$ cat src/rtl/sspc_defines.svh
`ifndef SSPC_DEFINES_SVH
`define SSPC_DEFINES_SVH

// ----------------------------------------
// Register indices (byte address is four times the index)
// ----------------------------------------
`define SSPC_IDX_CTRL 16'hFFA0
`define SSPC_IDX_STAT 16'hFFA1
`define SSPC_IDX_DATU 16'hFFA2
`define SSPC_IDX_DATL 16'hFFA3
`define SSPC_SEL_CTRL 2'h0
`define SSPC_SEL_STAT 2'h1
`define SSPC_SEL_DATU 2'h2
`define SSPC_SEL_DATL 2'h3

// ----------------------------------------
// Reset values
// ----------------------------------------
`define SSPC_CTRL_RST 8'h00
`define SSPC_STAT_RST 8'h9C

// ----------------------------------------
// Control field positions
// ----------------------------------------
`define SSPC_B_MODE_HI 7
`define SSPC_B_MODE_LO 6
`define SSPC_B_TAIL_EN 5
`define SSPC_B_LATCH 4
`define SSPC_B_CLK_SRC 3
`define SSPC_B_PRE_HI 2

// ----------------------------------------
// Status field positions
// ----------------------------------------
`define SSPC_B_RSV 7
`define SSPC_B_SOL 6
`define SSPC_B_OVR 5
`define SSPC_B_RSV_HI 4
`define SSPC_B_RSV_LO 2
`define SSPC_B_TAIL 1
`define SSPC_B_STF 0

// ----------------------------------------
// Last data bit and last tail clock indices (count minus one), in serial clocks
// ----------------------------------------
`define SSPC_LAST_8 5'h07
`define SSPC_LAST_16 5'h0F
`define SSPC_TAIL_HOLD_LAST 5'h00
`define SSPC_TAIL_LATCH_LAST 5'h01

// ----------------------------------------
// Bus answers
// ----------------------------------------
`define SSPC_RESP_OK 2'h0
`define SSPC_RESP_ERR 2'h2

`endif

$ cat src/rtl/sspc_pkg.sv
package sspc_pkg;
   typedef enum logic [1:0] {
      SSPC_IDLE = 2'b00,
      SSPC_DATA = 2'b01,
      SSPC_TAIL = 2'b10
   } sspc_state_t;

   typedef enum logic [1:0] {
      SSPC_MODE_8 = 2'b00,
      SSPC_MODE_16 = 2'b01,
      SSPC_MODE_CONT = 2'b10,
      SSPC_MODE_RSV = 2'b11
   } sspc_mode_t;
endpackage

$ cat src/rtl/sspc_ctrl.sv
`timescale 1ns/10ps
`include "sspc_defines.svh"

module sspc_ctrl
   import sspc_pkg::*;
(
   // Clock and reset
   input wire logic i_ref_clk,
   input wire logic i_rst,
   // AXI4-Lite slave
   input wire logic [31:0] i_awaddr,
   input wire logic i_awvalid,
   output logic o_awready,
   input wire logic [31:0] i_wdata,
   input wire logic [3:0] i_wstrb,
   input wire logic i_wvalid,
   output logic o_wready,
   output logic [1:0] o_bresp,
   output logic o_bvalid,
   input wire logic i_bready,
   input wire logic [31:0] i_araddr,
   input wire logic i_arvalid,
   output logic o_arready,
   output logic [31:0] o_rdata,
   output logic [1:0] o_rresp,
   output logic o_rvalid,
   input wire logic i_rready,
   // Serial pins
   input wire logic i_serial_clock_pin,
   output logic o_serial_clock_pin,
   output logic o_serial_clock_pin_oe,
   input wire logic i_serial_in_pin,
   output logic o_serial_out_pin,
   // Completion request
   output logic o_xfer_done
);
   // ----------------------------------------
   // Declarations
   // ----------------------------------------
   logic wr_en, rd_en, tick;
   logic [1:0] wr_sel, rd_sel;
   logic [7:0] wr_data, rd_data;
   logic [7:0] ctrl_r, ctrl_nxt;
   logic [15:0] sh_r, sh_nxt, sh_q;
   logic [4:0] cnt_r, cnt_nxt;
   sspc_state_t state_r, state_nxt;
   logic so_r, so_nxt, sck_r, sck_nxt, oe_r, oe_nxt;
   logic ovr_r, ovr_nxt, seen_r, seen_nxt, done_r, done_nxt;
   logic sck_q_r, busy, ext, cont, tail_en;
   logic fall, rise, ext_rise, ext_fall, wr_ctrl, wr_stat, rd_stat, startable;
   logic [4:0] last;
   sspc_mode_t mode;

   // ----------------------------------------
   // Bus slave and prescaler
   // ----------------------------------------
   sspc_axil u_axil (
      .i_ref_clk(i_ref_clk),
      .i_rst(i_rst),
      .i_awaddr(i_awaddr),
      .i_awvalid(i_awvalid),
      .o_awready(o_awready),
      .i_wdata(i_wdata),
      .i_wstrb(i_wstrb),
      .i_wvalid(i_wvalid),
      .o_wready(o_wready),
      .o_bresp(o_bresp),
      .o_bvalid(o_bvalid),
      .i_bready(i_bready),
      .i_araddr(i_araddr),
      .i_arvalid(i_arvalid),
      .o_arready(o_arready),
      .o_rdata(o_rdata),
      .o_rresp(o_rresp),
      .o_rvalid(o_rvalid),
      .i_rready(i_rready),
      .o_wr_en(wr_en),
      .o_wr_sel(wr_sel),
      .o_wr_data(wr_data),
      .o_rd_en(rd_en),
      .o_rd_sel(rd_sel),
      .i_rd_data(rd_data)
   );

   sspc_prescale u_pre (
      .i_ref_clk(i_ref_clk),
      .i_rst(i_rst),
      .i_sel(ctrl_r[`SSPC_B_PRE_HI:0]),
      .o_tick(tick)
   );

   // ----------------------------------------
   // Decoded controls and serial clock events
   // ----------------------------------------
   assign mode = sspc_mode_t'(ctrl_r[`SSPC_B_MODE_HI:`SSPC_B_MODE_LO]);
   assign cont = (mode == SSPC_MODE_CONT);
   assign ext = ctrl_r[`SSPC_B_CLK_SRC];
   assign tail_en = ctrl_r[`SSPC_B_TAIL_EN];
   assign busy = (state_r != SSPC_IDLE);
   assign wr_ctrl = wr_en & (wr_sel == `SSPC_SEL_CTRL);
   assign wr_stat = wr_en & (wr_sel == `SSPC_SEL_STAT);
   assign rd_stat = rd_en & (rd_sel == `SSPC_SEL_STAT);
   // The reserved mode and continuous mode never start a transfer
   assign startable = (mode == SSPC_MODE_8) | (mode == SSPC_MODE_16);
   // Pin is taken as synchronous, so a one-flop history finds its edges
   assign ext_rise = ext & ~sck_q_r & i_serial_clock_pin;
   assign ext_fall = ext & sck_q_r & ~i_serial_clock_pin;
   assign fall = ext ? ext_fall : (tick & sck_r);
   assign rise = ext ? ext_rise : (tick & ~sck_r);

   always_comb begin
      if (state_r == SSPC_TAIL) begin
         last = ctrl_r[`SSPC_B_LATCH] ? `SSPC_TAIL_LATCH_LAST : `SSPC_TAIL_HOLD_LAST;
      end else if (mode == SSPC_MODE_16) begin
         last = `SSPC_LAST_16;
      end else begin
         last = `SSPC_LAST_8;
      end
   end

   // ----------------------------------------
   // Register read mux
   // ----------------------------------------
   always_comb begin
      case (rd_sel)
         `SSPC_SEL_CTRL: rd_data = ctrl_r;
         `SSPC_SEL_STAT: begin
            rd_data = `SSPC_STAT_RST;
            rd_data[`SSPC_B_SOL] = so_r;
            rd_data[`SSPC_B_OVR] = ovr_r;
            rd_data[`SSPC_B_TAIL] = (state_r == SSPC_TAIL);
            rd_data[`SSPC_B_STF] = busy;
         end
         `SSPC_SEL_DATU: rd_data = sh_r[15:8];
         default: rd_data = sh_r[7:0];
      endcase
   end

   // ----------------------------------------
   // Transfer engine and registers
   // ----------------------------------------
   always_comb begin
      ctrl_nxt = ctrl_r;
      state_nxt = state_r;
      sh_nxt = sh_r;
      cnt_nxt = cnt_r;
      so_nxt = so_r;
      sck_nxt = sck_r;
      ovr_nxt = ovr_r;
      seen_nxt = seen_r;
      done_nxt = 1'b0;
      // Internal clock toggles only while busy (data or tail) or in continuous mode
      if (~ext & tick & (busy | cont)) begin
         sck_nxt = ~sck_r;
      end
      if (busy & fall) begin
         // Hold tail idles high, latch tail low
         so_nxt = (state_r == SSPC_TAIL) ? ~ctrl_r[`SSPC_B_LATCH] : sh_r[0];
      end
      if (busy & rise) begin
         cnt_nxt = cnt_r + 5'h01;
         if (state_r == SSPC_DATA) begin
            if (mode == SSPC_MODE_16) begin
               sh_nxt = {i_serial_in_pin, sh_r[15:1]};
            end else begin
               sh_nxt = {sh_r[15:8], i_serial_in_pin, sh_r[7:1]};
            end
         end
         if (cnt_r == last) begin
            cnt_nxt = 5'h00;
            if ((state_r == SSPC_DATA) & tail_en) begin
               state_nxt = SSPC_TAIL;
            end else begin
               state_nxt = SSPC_IDLE;
               done_nxt = 1'b1;
            end
         end
      end
      if (rd_stat & ovr_r) begin
         seen_nxt = 1'b1;
      end
      if (wr_ctrl) begin
         ctrl_nxt = wr_data;
         state_nxt = SSPC_IDLE;
         cnt_nxt = 5'h00;
         sck_nxt = 1'b1;
         done_nxt = 1'b0;
      end
      if (wr_stat) begin
         // Level override is dead in tail-mark mode and lost at next start
         if (~tail_en) begin
            so_nxt = wr_data[`SSPC_B_SOL];
         end
         if (~wr_data[`SSPC_B_OVR] & seen_r) begin
            ovr_nxt = 1'b0;
            seen_nxt = 1'b0;
         end
         if (wr_data[`SSPC_B_STF] & startable & ~busy & ~wr_ctrl) begin
            state_nxt = SSPC_DATA;
            cnt_nxt = 5'h00;
         end
      end
      // A late pulse wins over a clear in the same cycle
      if (ext_rise & ~busy & ~cont) begin
         ovr_nxt = 1'b1;
      end
   end

   assign oe_nxt = ~ctrl_nxt[`SSPC_B_CLK_SRC];

   always_ff @(posedge i_ref_clk) begin
      if (i_rst) begin
         ctrl_r <= `SSPC_CTRL_RST;
         state_r <= SSPC_IDLE;
         sh_r <= 16'h0000;
         cnt_r <= 5'h00;
         so_r <= 1'b0;
         sck_r <= 1'b1;
         oe_r <= 1'b1;
         ovr_r <= 1'b0;
         seen_r <= 1'b0;
         done_r <= 1'b0;
         sck_q_r <= 1'b1;
      end else begin
         ctrl_r <= ctrl_nxt;
         state_r <= state_nxt;
         sh_r <= sh_q;
         cnt_r <= cnt_nxt;
         so_r <= so_nxt;
         sck_r <= sck_nxt;
         oe_r <= oe_nxt;
         ovr_r <= ovr_nxt;
         seen_r <= seen_nxt;
         done_r <= done_nxt;
         sck_q_r <= i_serial_clock_pin;
      end
   end

   // ----------------------------------------
   // Data register writes
   // ----------------------------------------
   // Writes during a transfer corrupt the shift; software avoids them
   // sh_r is also written above, so byte loads go through a second stage
   always_comb begin
      sh_q = sh_nxt;
      if (wr_en & (wr_sel == `SSPC_SEL_DATU)) begin
         sh_q[15:8] = wr_data;
      end
      if (wr_en & (wr_sel == `SSPC_SEL_DATL)) begin
         sh_q[7:0] = wr_data;
      end
   end

   assign o_serial_clock_pin = sck_r;
   assign o_serial_clock_pin_oe = oe_r;
   assign o_serial_out_pin = so_r;
   assign o_xfer_done = done_r;
endmodule

$ cat src/rtl/sspc_prescale.sv
`timescale 1ns/10ps
`include "sspc_defines.svh"

// Half-period tick of the internal serial clock: one full clock is two ticks
module sspc_prescale
   import sspc_pkg::*;
(
   // Clock and reset
   input wire logic i_ref_clk,
   input wire logic i_rst,
   // Division select
   input wire logic [2:0] i_sel,
   // Half-period pulse
   output logic o_tick
);
   logic [8:0] cnt_r;
   logic [8:0] cnt_nxt;
   logic [8:0] mask;
   logic tick_r;
   logic tick_nxt;

   always_comb begin
      case (i_sel)
         3'h0: mask = 9'h1FF;
         3'h1: mask = 9'h07F;
         3'h2: mask = 9'h01F;
         3'h3: mask = 9'h00F;
         3'h4: mask = 9'h007;
         3'h5: mask = 9'h003;
         3'h6: mask = 9'h001;
         default: mask = 9'h000;
      endcase
      cnt_nxt = cnt_r + 9'h001;
      tick_nxt = (cnt_r & mask) == mask;
   end

   always_ff @(posedge i_ref_clk) begin
      if (i_rst) begin
         cnt_r <= 9'h000;
         tick_r <= 1'b0;
      end else begin
         cnt_r <= cnt_nxt;
         tick_r <= tick_nxt;
      end
   end

   assign o_tick = tick_r;
endmodule

$ cat src/rtl/sspc_axil.sv
`timescale 1ns/10ps
`include "sspc_defines.svh"

module sspc_axil
   import sspc_pkg::*;
(
   // Clock and reset
   input wire logic i_ref_clk,
   input wire logic i_rst,
   // Write address and data
   input wire logic [31:0] i_awaddr,
   input wire logic i_awvalid,
   output logic o_awready,
   input wire logic [31:0] i_wdata,
   input wire logic [3:0] i_wstrb,
   input wire logic i_wvalid,
   output logic o_wready,
   // Write response
   output logic [1:0] o_bresp,
   output logic o_bvalid,
   input wire logic i_bready,
   // Read address and data
   input wire logic [31:0] i_araddr,
   input wire logic i_arvalid,
   output logic o_arready,
   output logic [31:0] o_rdata,
   output logic [1:0] o_rresp,
   output logic o_rvalid,
   input wire logic i_rready,
   // Register side
   output logic o_wr_en,
   output logic [1:0] o_wr_sel,
   output logic [7:0] o_wr_data,
   output logic o_rd_en,
   output logic [1:0] o_rd_sel,
   input wire logic [7:0] i_rd_data
);
   logic aw_have_r, aw_have_nxt, w_have_r, w_have_nxt;
   logic [31:0] awaddr_r, awaddr_nxt;
   logic [7:0] wdata_r, wdata_nxt;
   logic wstrb_r, wstrb_nxt;
   logic awready_r, awready_nxt, wready_r, wready_nxt;
   logic bvalid_r, bvalid_nxt, arready_r, arready_nxt, rvalid_r, rvalid_nxt;
   logic [1:0] bresp_r, bresp_nxt, rresp_r, rresp_nxt;
   logic [7:0] rdata_r, rdata_nxt;
   logic wr_fire, rd_fire, wr_hit, rd_hit;

   function automatic logic hit(input logic [31:0] a);
      hit = (a[31:2] >= 30'(`SSPC_IDX_CTRL)) && (a[31:2] <= 30'(`SSPC_IDX_DATL));
   endfunction

   assign wr_fire = aw_have_r & w_have_r & ~bvalid_r;
   assign rd_fire = i_arvalid & arready_r;
   assign wr_hit = hit(awaddr_r);
   assign rd_hit = hit(i_araddr);
   // Only lane 0 carries register bits; upper lanes are ignored
   assign o_wr_en = wr_fire & wr_hit & wstrb_r;
   assign o_wr_sel = awaddr_r[3:2];
   assign o_wr_data = wdata_r;
   assign o_rd_en = rd_fire & rd_hit;
   assign o_rd_sel = i_araddr[3:2];

   always_comb begin
      aw_have_nxt = aw_have_r;
      w_have_nxt = w_have_r;
      awaddr_nxt = awaddr_r;
      wdata_nxt = wdata_r;
      wstrb_nxt = wstrb_r;
      bvalid_nxt = bvalid_r;
      bresp_nxt = bresp_r;
      rvalid_nxt = rvalid_r;
      rdata_nxt = rdata_r;
      rresp_nxt = rresp_r;
      if (i_awvalid & awready_r) begin
         aw_have_nxt = 1'b1;
         awaddr_nxt = i_awaddr;
      end
      if (i_wvalid & wready_r) begin
         w_have_nxt = 1'b1;
         wdata_nxt = i_wdata[7:0];
         wstrb_nxt = i_wstrb[0];
      end
      if (bvalid_r & i_bready) begin
         bvalid_nxt = 1'b0;
      end
      if (wr_fire) begin
         aw_have_nxt = 1'b0;
         w_have_nxt = 1'b0;
         bvalid_nxt = 1'b1;
         bresp_nxt = wr_hit ? `SSPC_RESP_OK : `SSPC_RESP_ERR;
      end
      if (rvalid_r & i_rready) begin
         rvalid_nxt = 1'b0;
      end
      if (rd_fire) begin
         rvalid_nxt = 1'b1;
         rdata_nxt = rd_hit ? i_rd_data : 8'h00;
         rresp_nxt = rd_hit ? `SSPC_RESP_OK : `SSPC_RESP_ERR;
      end
      awready_nxt = ~aw_have_nxt & ~bvalid_nxt;
      wready_nxt = ~w_have_nxt & ~bvalid_nxt;
      arready_nxt = ~rvalid_nxt;
   end

   always_ff @(posedge i_ref_clk) begin
      if (i_rst) begin
         aw_have_r <= 1'b0;
         w_have_r <= 1'b0;
         awaddr_r <= 32'h0000_0000;
         wdata_r <= 8'h00;
         wstrb_r <= 1'b0;
         awready_r <= 1'b0;
         wready_r <= 1'b0;
         bvalid_r <= 1'b0;
         bresp_r <= `SSPC_RESP_OK;
         arready_r <= 1'b0;
         rvalid_r <= 1'b0;
         rdata_r <= 8'h00;
         rresp_r <= `SSPC_RESP_OK;
      end else begin
         aw_have_r <= aw_have_nxt;
         w_have_r <= w_have_nxt;
         awaddr_r <= awaddr_nxt;
         wdata_r <= wdata_nxt;
         wstrb_r <= wstrb_nxt;
         awready_r <= awready_nxt;
         wready_r <= wready_nxt;
         bvalid_r <= bvalid_nxt;
         bresp_r <= bresp_nxt;
         arready_r <= arready_nxt;
         rvalid_r <= rvalid_nxt;
         rdata_r <= rdata_nxt;
         rresp_r <= rresp_nxt;
      end
   end

   assign o_awready = awready_r;
   assign o_wready = wready_r;
   assign o_bvalid = bvalid_r;
   assign o_bresp = bresp_r;
   assign o_arready = arready_r;
   assign o_rvalid = rvalid_r;
   assign o_rresp = rresp_r;
   assign o_rdata = {24'h000000, rdata_r};
endmodule

$ cat config.mk
export PLATFORM = sky130hd
export DESIGN_NAME = sspc_ctrl
export DESIGN_NICKNAME = d
export VERILOG_FILES = /design/src/rtl/sspc_pkg.sv /design/src/rtl/sspc_ctrl.sv /design/src/rtl/sspc_prescale.sv /design/src/rtl/sspc_axil.sv
export VERILOG_INCLUDE_DIRS = /design/src /design/src/rtl
export SDC_FILE = /design/constraint.sdc
export NUM_CORES = 1
export LEC_CHECK = 0
export BUFFER_PORTS_ARGS = -buffer_cell sky130_fd_sc_hd__buf_4
export CORE_MARGIN = 8
export CORE_UTILIZATION = 51
export CTS_CLUSTER_DIAMETER = 200
export DETAILED_ROUTE_END_ITERATION = 8
export GPL_TIMING_DRIVEN = 0
export PLACE_DENSITY = 0.86
export REMOVE_ABC_BUFFERS = 1
export SYNTH_ARGS = -nofsm -noshare
export SYNTH_HDL_FRONTEND = slang
export SYNTH_SLANG_ARGS = --single-unit
$ cat constraint.sdc
create_clock -name i_ref_clk -period 2.14 [get_ports i_ref_clk]
set_input_delay 0.214 -clock i_ref_clk [delete_from_list [all_inputs] [get_ports i_ref_clk]]
set_output_delay 0.214 -clock i_ref_clk [all_outputs]
set_load 0.01 [all_outputs]
==> results.cfg, run 1 <==
[run_status]
run_status = completed

[yosys]
synth_cell_types = 61
ys.flop_type = dfxtp_1
synthArstFlopShare_pct = 0
yosys_warnings = 0
ys_ff_latch = 104
synth_area_mm2 = 0.00471
synthCells = 552
synth.avg_cell_area_um2 = 8.52
ys_seq_area_share_pct = 44.2
synth-edff-count = 0

[cts]
clk_pin_slew_worst_paths_ns = 0.09
cts_max_level = 3
tritoncts = done
postCtsHoldBufs = 0
root_buffer = clkbuf_8
clock_latency_ns = 0.36
clock_sinks = 104
clockBufferDepth = 2
cts_made_buffers = 9

[sta]
fin_crit_ns = 2.14
rsz0062_at_grt = true
setup_violations = 0
finClkSkew_ns = 0.00813
slew_viol_final = 0
tightest_slew_ns = 1.02
min_period_over_period_pct = 99.9
hold_viol_final = 0
fmax_mhz = 468
hold-worst-slack_ns = 0.0580
maxSlewHeadroom_pct = 31.9

[pwr]
swShare_pct = 22.8
p_per_area_mw_per_mm2 = 665
vdd_drop_max_v = 0.000363
p_int_mw = 2.93
p_sw_mw = 0.865
leakagePower_nw = 2.25
pwr-share-comb_pct = 9.3
pwr-share-clk_pct = 37.2
p_seq_share_pct = 53.5

[drt]
drt_iter0_drc = 249
vias = 4171
vias_per_cell = 5.52
wl_per_cell_um = 15.5
route.detailed.drc = 0
ant_nets = 0
dr.pass1.iters = 4
drt-total-wl_mm = 11.7

[global_route]
grt_overflow = 0
grt_pass1_vias = 4088
grt_pass1_wl_mm = 19.4
antenna_found_initial = 0
grt_max_degree = 90
grt_usage_pct = 18.4

[worst_hold_path]
min_path_cells = 2
holdPathEnd = sck_q_r$_SDFF_PP1_
hold_path.class = input pin to flop
hold_start = i_serial_clock_pin

[placed_design]
gp_congestion = 0.871
place_area_mm2 = 0.00536
place_hpwl_mm = 8.45
io_buffers = 96

[setup_path]
r2r_start = u_axil.awaddr_r[27]$_SDFFE_PP0P_
crit_path_max_incr_delay_ns = 0.59
worstPathArrival_ns = 2.39
crit_path_top_delay_cell = or4_1
critPathMaxFanout = 11
criticalPathCategory = flop to flop
endpoint_kind = flop
cp-start-kind = flop
reg2reg_to = o_serial_clock_pin_oe$_SDFF_PP1_
r2r_cells = 6
rrSetupSlack_ns = 0.003
path_cells = or4_1 > nor3_2 > nand3_2 > buf_4 > mux2i_1 > or2_2
required_ns = 2.40

[layout]
final_area_mm2 = 0.00571
antenna_cells = 0
area_growth_pct = 21.4
nNetsFinal = 750
nFillCells = 759
layout_commonest_cell = nand2_1
seqCellArea_mm2 = 0.00208
final_cell_mix = nand2_1 (104), buf_4 (103), dfxtp_1 (102)
drive_gt1_share_pct = 23.6
multi_input_area_mm2 = 0.00245

[floorplanning]
die_area_mm2 = 0.0126
die_h_um = 112
die_x_um = 112
start_util_pct = 51.7
pin_count = 154
coreArea_mm2 = 0.00911
row_count = 35

[run]
max_cap_violations = 0
==> sequential cells by signal, indices dropped and copies added, names as in the netlist, 2 cells and up <==
register	count
state_r	2
u_axil.awaddr_r	30
ctrl_r	8
u_pre.cnt_r	9
cnt_r	5
u_axil.o_wr_data	8
sh_r	16
u_axil.rdata_r	8
==> synth_stat cells (all sizes together) (2+ instances only) <==
master / n / area [um^2]
nand4: 9 / 62.6
mux2i: 22 / 220
or3b: 2 / 17.5
nand2b: 11 / 68.8
buf: 31 / 220
o21ai: 13 / 65.1
mux4: 4 / 90.1
nand3b: 5 / 37.5
and2: 3 / 18.8
nand3: 9 / 45.0
a31oi: 7 / 43.8
or3: 8 / 50.1
a41o: 3 / 31.3
inv: 7 / 26.3
a22oi: 8 / 60.1
nor4b: 2 / 17.5
and3: 2 / 12.5
nor3b: 2 / 20.0
clkbuf: 21 / 78.8
nand2: 105 / 397
a211oi: 10 / 80.1
or4b: 3 / 33.8
ha: 2 / 25.0
nor2: 48 / 180
xnor2: 4 / 35.0
or2: 4 / 25.0
nor4: 7 / 50.1
or4: 5 / 41.3
dfxtp: 104 / 2080
nor2b: 5 / 31.3
mux2: 2 / 22.5
nand4b: 2 / 17.5
nor3: 10 / 60.1
a21oi: 58 / 298
==> layout make-up <==
cell class | instances | share of cell area [%]
clock buffers | 11 | 2.30
multi-input cells | 414 | 42.9
inverters | 7 | 0.460
clock inverters | 5 | 1.84
well taps | 111 | 2.43
repair buffers | 103 | 13.5
flip-flops and latches | 104 | 36.5
==> what timing repair did <==
item	4_1_cts	5_1_grt
pin swaps	3	6
buffers inserted	6	1
resized for setup	2	11
endpoints found under the setup margin	24	29
==> per-stage QoR <==
stage	instances	setup WS, ns	power, mW	utilization, %	setup TNS [ns]
after floorplan	525	0.0383	2.22	-	0
after global placement	732	-0.253	2.41	58.8	-1.63
after detailed placement	732	-0.321	2.42	58.8	-3.23
after CTS	754	-0.0424	3.81	62.1	-0.0677
after global routing	755	-0.0786	3.96	62.7	-0.267
final	755	0.00291	3.80	62.7	0
==> power by group through the flow <==
stage	Sequential [mW]	Clock [mW]	Combinational [mW]
2_1_floorplan	2.07	0	0.152
3_3_place_gp	2.07	0	0.339
3_5_place_dp	2.08	0	0.348
4_1_cts	2.03	1.43	0.349
5_1_grt	2.04	1.52	0.394
6_report	2.03	1.41	0.355
==> kinds of logic (layout without fill, tap and decap cells) <==
family | Yosys count | after routing | synth area share, %
adder cells (fa/ha/maj) | 2 | 2 | 0.532
buffers and inverters | 59 | 126 | 6.91
AO/OA/AOI/OAI | 108 | 108 | 14.4
multiplexers | 28 | 28 | 7.07
AND/OR/NAND/NOR | 245 | 245 | 25.9
flip-flops | 104 | 104 | 44.2
XOR/XNOR | 5 | 5 | 0.931
other | 1 | 26 | 0.0797
==> critical path: cells and delay by family, from the launching register on <==
family	cells	cell delay, ns
multiplexers	1	0.14
AND/OR/NAND/NOR	4	1.35
flip-flops	1	0.32
buffers and inverters	1	0.22
==> per-layer routing <==
metal,GRT usage (%),vias to the layer above,wire length (um)
li1,-,2050,-
met1,21.8,1942,4950
met2,30.5,164,5560
met3,6.07,15,972
met4,7.10,0,214
met5,0,-,0
==> worst max-delay path by stage <==
stage                                     start                               end  slack, ns  cells past startpoint
2_1_floorplan   u_axil.awaddr_r[8]$_SDFFE_PP0P_  o_serial_clock_pin_oe$_SDFF_PP1_       0.04                      5
3_3_place_gp    u_axil.awaddr_r[8]$_SDFFE_PP0P_  o_serial_clock_pin_oe$_SDFF_PP1_      -0.25                      5
3_5_place_dp    u_axil.awaddr_r[8]$_SDFFE_PP0P_  o_serial_clock_pin_oe$_SDFF_PP1_      -0.32                      5
4_1_cts                    ctrl_r[3]$_SDFF_PP0_              sh_r[7]$_SDFFE_PP0P_      -0.04                      5
5_1_grt        u_axil.awaddr_r[27]$_SDFFE_PP0P_  o_serial_clock_pin_oe$_SDFF_PP1_      -0.08                      6
6_report       u_axil.awaddr_r[27]$_SDFFE_PP0P_  o_serial_clock_pin_oe$_SDFF_PP1_      0.003                      6
(Power assumes the default switching activity.)
==> run 2, diff against run 1 <==
- SYNTH_HIERARCHICAL: default -> 1
==> run 2 against run 1 <==
  * Clock power down 20%
  * Via count down 2.0%
  * Setup slack worse by 0.078 ns
  * Combinational power down 5%
  * Total power down 7.6%
  * Final cell count down 2.3%
  * First-iteration DRC count down 1.6%
  * Synthesized cell count down 2.2%
  * Routed wire length down 2.1%
  * Clock skew down 0.0017 ns
  * Final area up 0.11%
  * The flow now finishes with violations (negative setup slack)
  * Highest routed layer unchanged
==> results.cfg, run 2 <==
[layout]
antenna_cells = 0
layout_commonest_cell = nand2_1
regMostFlops = u_axil/awaddr_r
nNetsFinal = 733
final_cell_mix = nand2_1 (105), dfxtp_1 (102), buf_4 (100)
final_area_mm2 = 0.00572
largest_reg_flops = 30
drive_gt1_share_pct = 25.0
area_growth_pct = 18.8
fin_util_pct = 62.2
reg_top3 = u_axil/awaddr_r (30), sh_r (16), u_pre/cnt_r (9)
nFillCells = 753

[yosys]
synth_cell_types = 63
ys_seq_area_share_pct = 43.2
synth_area_mm2 = 0.00481
synth_top_area_share_pct = 43.2
yosys_warnings = 6
ys.flop_type = dfxtp_1
synth.most_common_cell = nand2_1
synthTopCellsByArea = dfxtp_1 (43%), nand2_1 (8.3%), mux2i_1 (5.4%)
ys_ff_latch = 104
synth-edff-count = 0
synthArstFlopShare_pct = 0
synth.avg_cell_area_um2 = 8.92
yosys-top-cells-count = nand2_1 (106), dfxtp_1 (104), a21oi_1 (50)
yosys.area.top_type = dfxtp_1
synthCells = 540

[sta]
fin_crit_ns = 2.21
tightest_slew_ns = 1.04
maxSlewHeadroom_pct = 30.8
finClkSkew_ns = 0.00648
slew_viol_final = 0
fmax_mhz = 451
setup_violations = 6
hold_viol_final = 0
min_period_over_period_pct = 104
rsz0062_at_grt = true
worst_slack_ns = -0.0749

[worst_hold_path]
min_path_cells = 2
hold_path.class = input pin to flop

[pwr]
vdd_drop_max_v = 0.000392
p_per_area_mw_per_mm2 = 614
leakagePower_nw = 2.31

[cts]
tritoncts = done
clock_latency_ns = 0.37
postCtsHoldBufs = 0
clockBufferDepth = 2
cts_made_buffers = 9
root_buffer = clkbuf_8
cts_max_level = 3
clk_pin_slew_worst_paths_ns = 0.10
clock_sinks = 104

[setup_path]
crit_path_top_delay_cell = or4b_4
endpoint_kind = flop
cp_top_family = simple AND/OR/NAND/NOR gates
critPathMaxFanout = 4
worstPathArrival_ns = 2.46
crit_top_cell = and4_4
cp-start-kind = flop
path_cells = nor4bb_4 > and4_4 > and4_4 > nand3b_1 > or4b_4 > nand4_1 > mux2i_1
criticalPathCategory = flop to flop
required_ns = 2.38
r2r_cells = 7
crit_path_max_incr_delay_ns = 0.56
critPathBufInv = 0
critical_path_depth = 7

[drt]
vias_per_cell = 5.54
route.detailed.drc = 0
dr.pass1.iters = 5
wl_per_cell_um = 15.5
vias = 4089
drt-total-wl_mm = 11.4
ant_nets = 0
drt_iter0_drc = 245

[global_route]
grt_pass1_wl_mm = 18.7
grt_overflow = 0
antenna_found_initial = 0
grt_max_degree = 93
grt_pass1_vias = 4058
grt_usage_pct = 17.6

[floorplanning]
die_h_um = 113
row_count = 35
start_util_pct = 52.4
coreArea_mm2 = 0.00920
die_x_um = 113
pin_count = 154
die_area_mm2 = 0.0128

[placed_design]
gp_congestion = 0.835
place_hpwl_mm = 8.37
io_buffers = 96
place_area_mm2 = 0.00544
dp_slack_ns = -0.379

[run_status]
run_status = finished with violations
violations = negative setup slack

[run]
max_cap_violations = 0
run 2: path summary, 6_finish.rpt:
path                                                        from                               end  slack (ns)
worst min-delay path                          i_serial_clock_pin                sck_q_r$_SDFF_PP1_        0.05
worst max-delay path             u_axil/awaddr_r[9]$_SDFFE_PP0P_             state_r[1]$_SDFF_PP0_       -0.07
worst max register to register   u_axil/awaddr_r[9]$_SDFFE_PP0P_             state_r[1]$_SDFF_PP0_       -0.07
worst min register to register  u_axil/awaddr_r[31]$_SDFFE_PP0P_  u_axil/awaddr_r[31]$_SDFFE_PP0P_        0.47
run 2: what timing repair did:
item                                    in CTS  in global routing
setup buffers                                4                  1
endpoints found under the setup margin      24                 26
resized for setup                            8                  7
pin swaps                                    5                  6
run 2: logic make-up (layout without fill, tap and decap cells):
kind of cell | after synthesis | count (layout) | synth area share [%]
AOI/OAI and AO/OA | 105 | 105 | 15.8
xor gates and xnor gates | 9 | 9 | 1.64
adders and majority gates | 2 | 2 | 0.520
buffers and inverters | 60 | 122 | 7.48
DFF | 104 | 104 | 43.2
muxes | 35 | 35 | 8.45
other | 1 | 26 | 0.0779
and+or+nand+nor | 224 | 224 | 22.8
run 2: routing by layer:
layer	up-vias	GRT usage [%]	part of all wire, %
met2	175	29.2	48
li1	2011	-	-
met5	-	0	0
met4	0	7.37	2.1
met3	25	5.22	7.3
met1	1878	20.6	42
run 2: power breakdown:
part           internal [mW]  switching [mW]  total [mW]
sequential              1.99          0.0472        2.04
clock                  0.438           0.697        1.13
combinational          0.165           0.172       0.337
run 2: area by class of cell:
| cell class | instances | area, um^2 | share of cell area [%] |
|---|---|---|---|
| Inverter | 5 | 18.8 | 0.328 |
| Sequential cell | 104 | 2080 | 36.5 |
| Clock buffer | 9 | 124 | 2.17 |
| Clock inverter | 7 | 55.1 | 0.963 |
| Timing Repair Buffer | 101 | 762 | 13.3 |
| Multi-Input combinational cell | 401 | 2530 | 44.3 |
| Tap cell | 111 | 139 | 2.43 |
run 2: through the flow:
| stage | cells | hold slack (ns) | TNS, ns | total power, mW |
|---|---|---|---|---|
| floorplan | 510 | 0.281 | -6.86 | 2.21 |
| global placement | 717 | 0.428 | -19.58 | 2.39 |
| detailed placement | 718 | 0.426 | -4.10 | 2.40 |
| CTS | 738 | 0.0423 | -0.0804 | 3.52 |
| global route | 738 | 0.0367 | -1.56 | 3.66 |
| finish | 738 | 0.0515 | -0.305 | 3.51 |
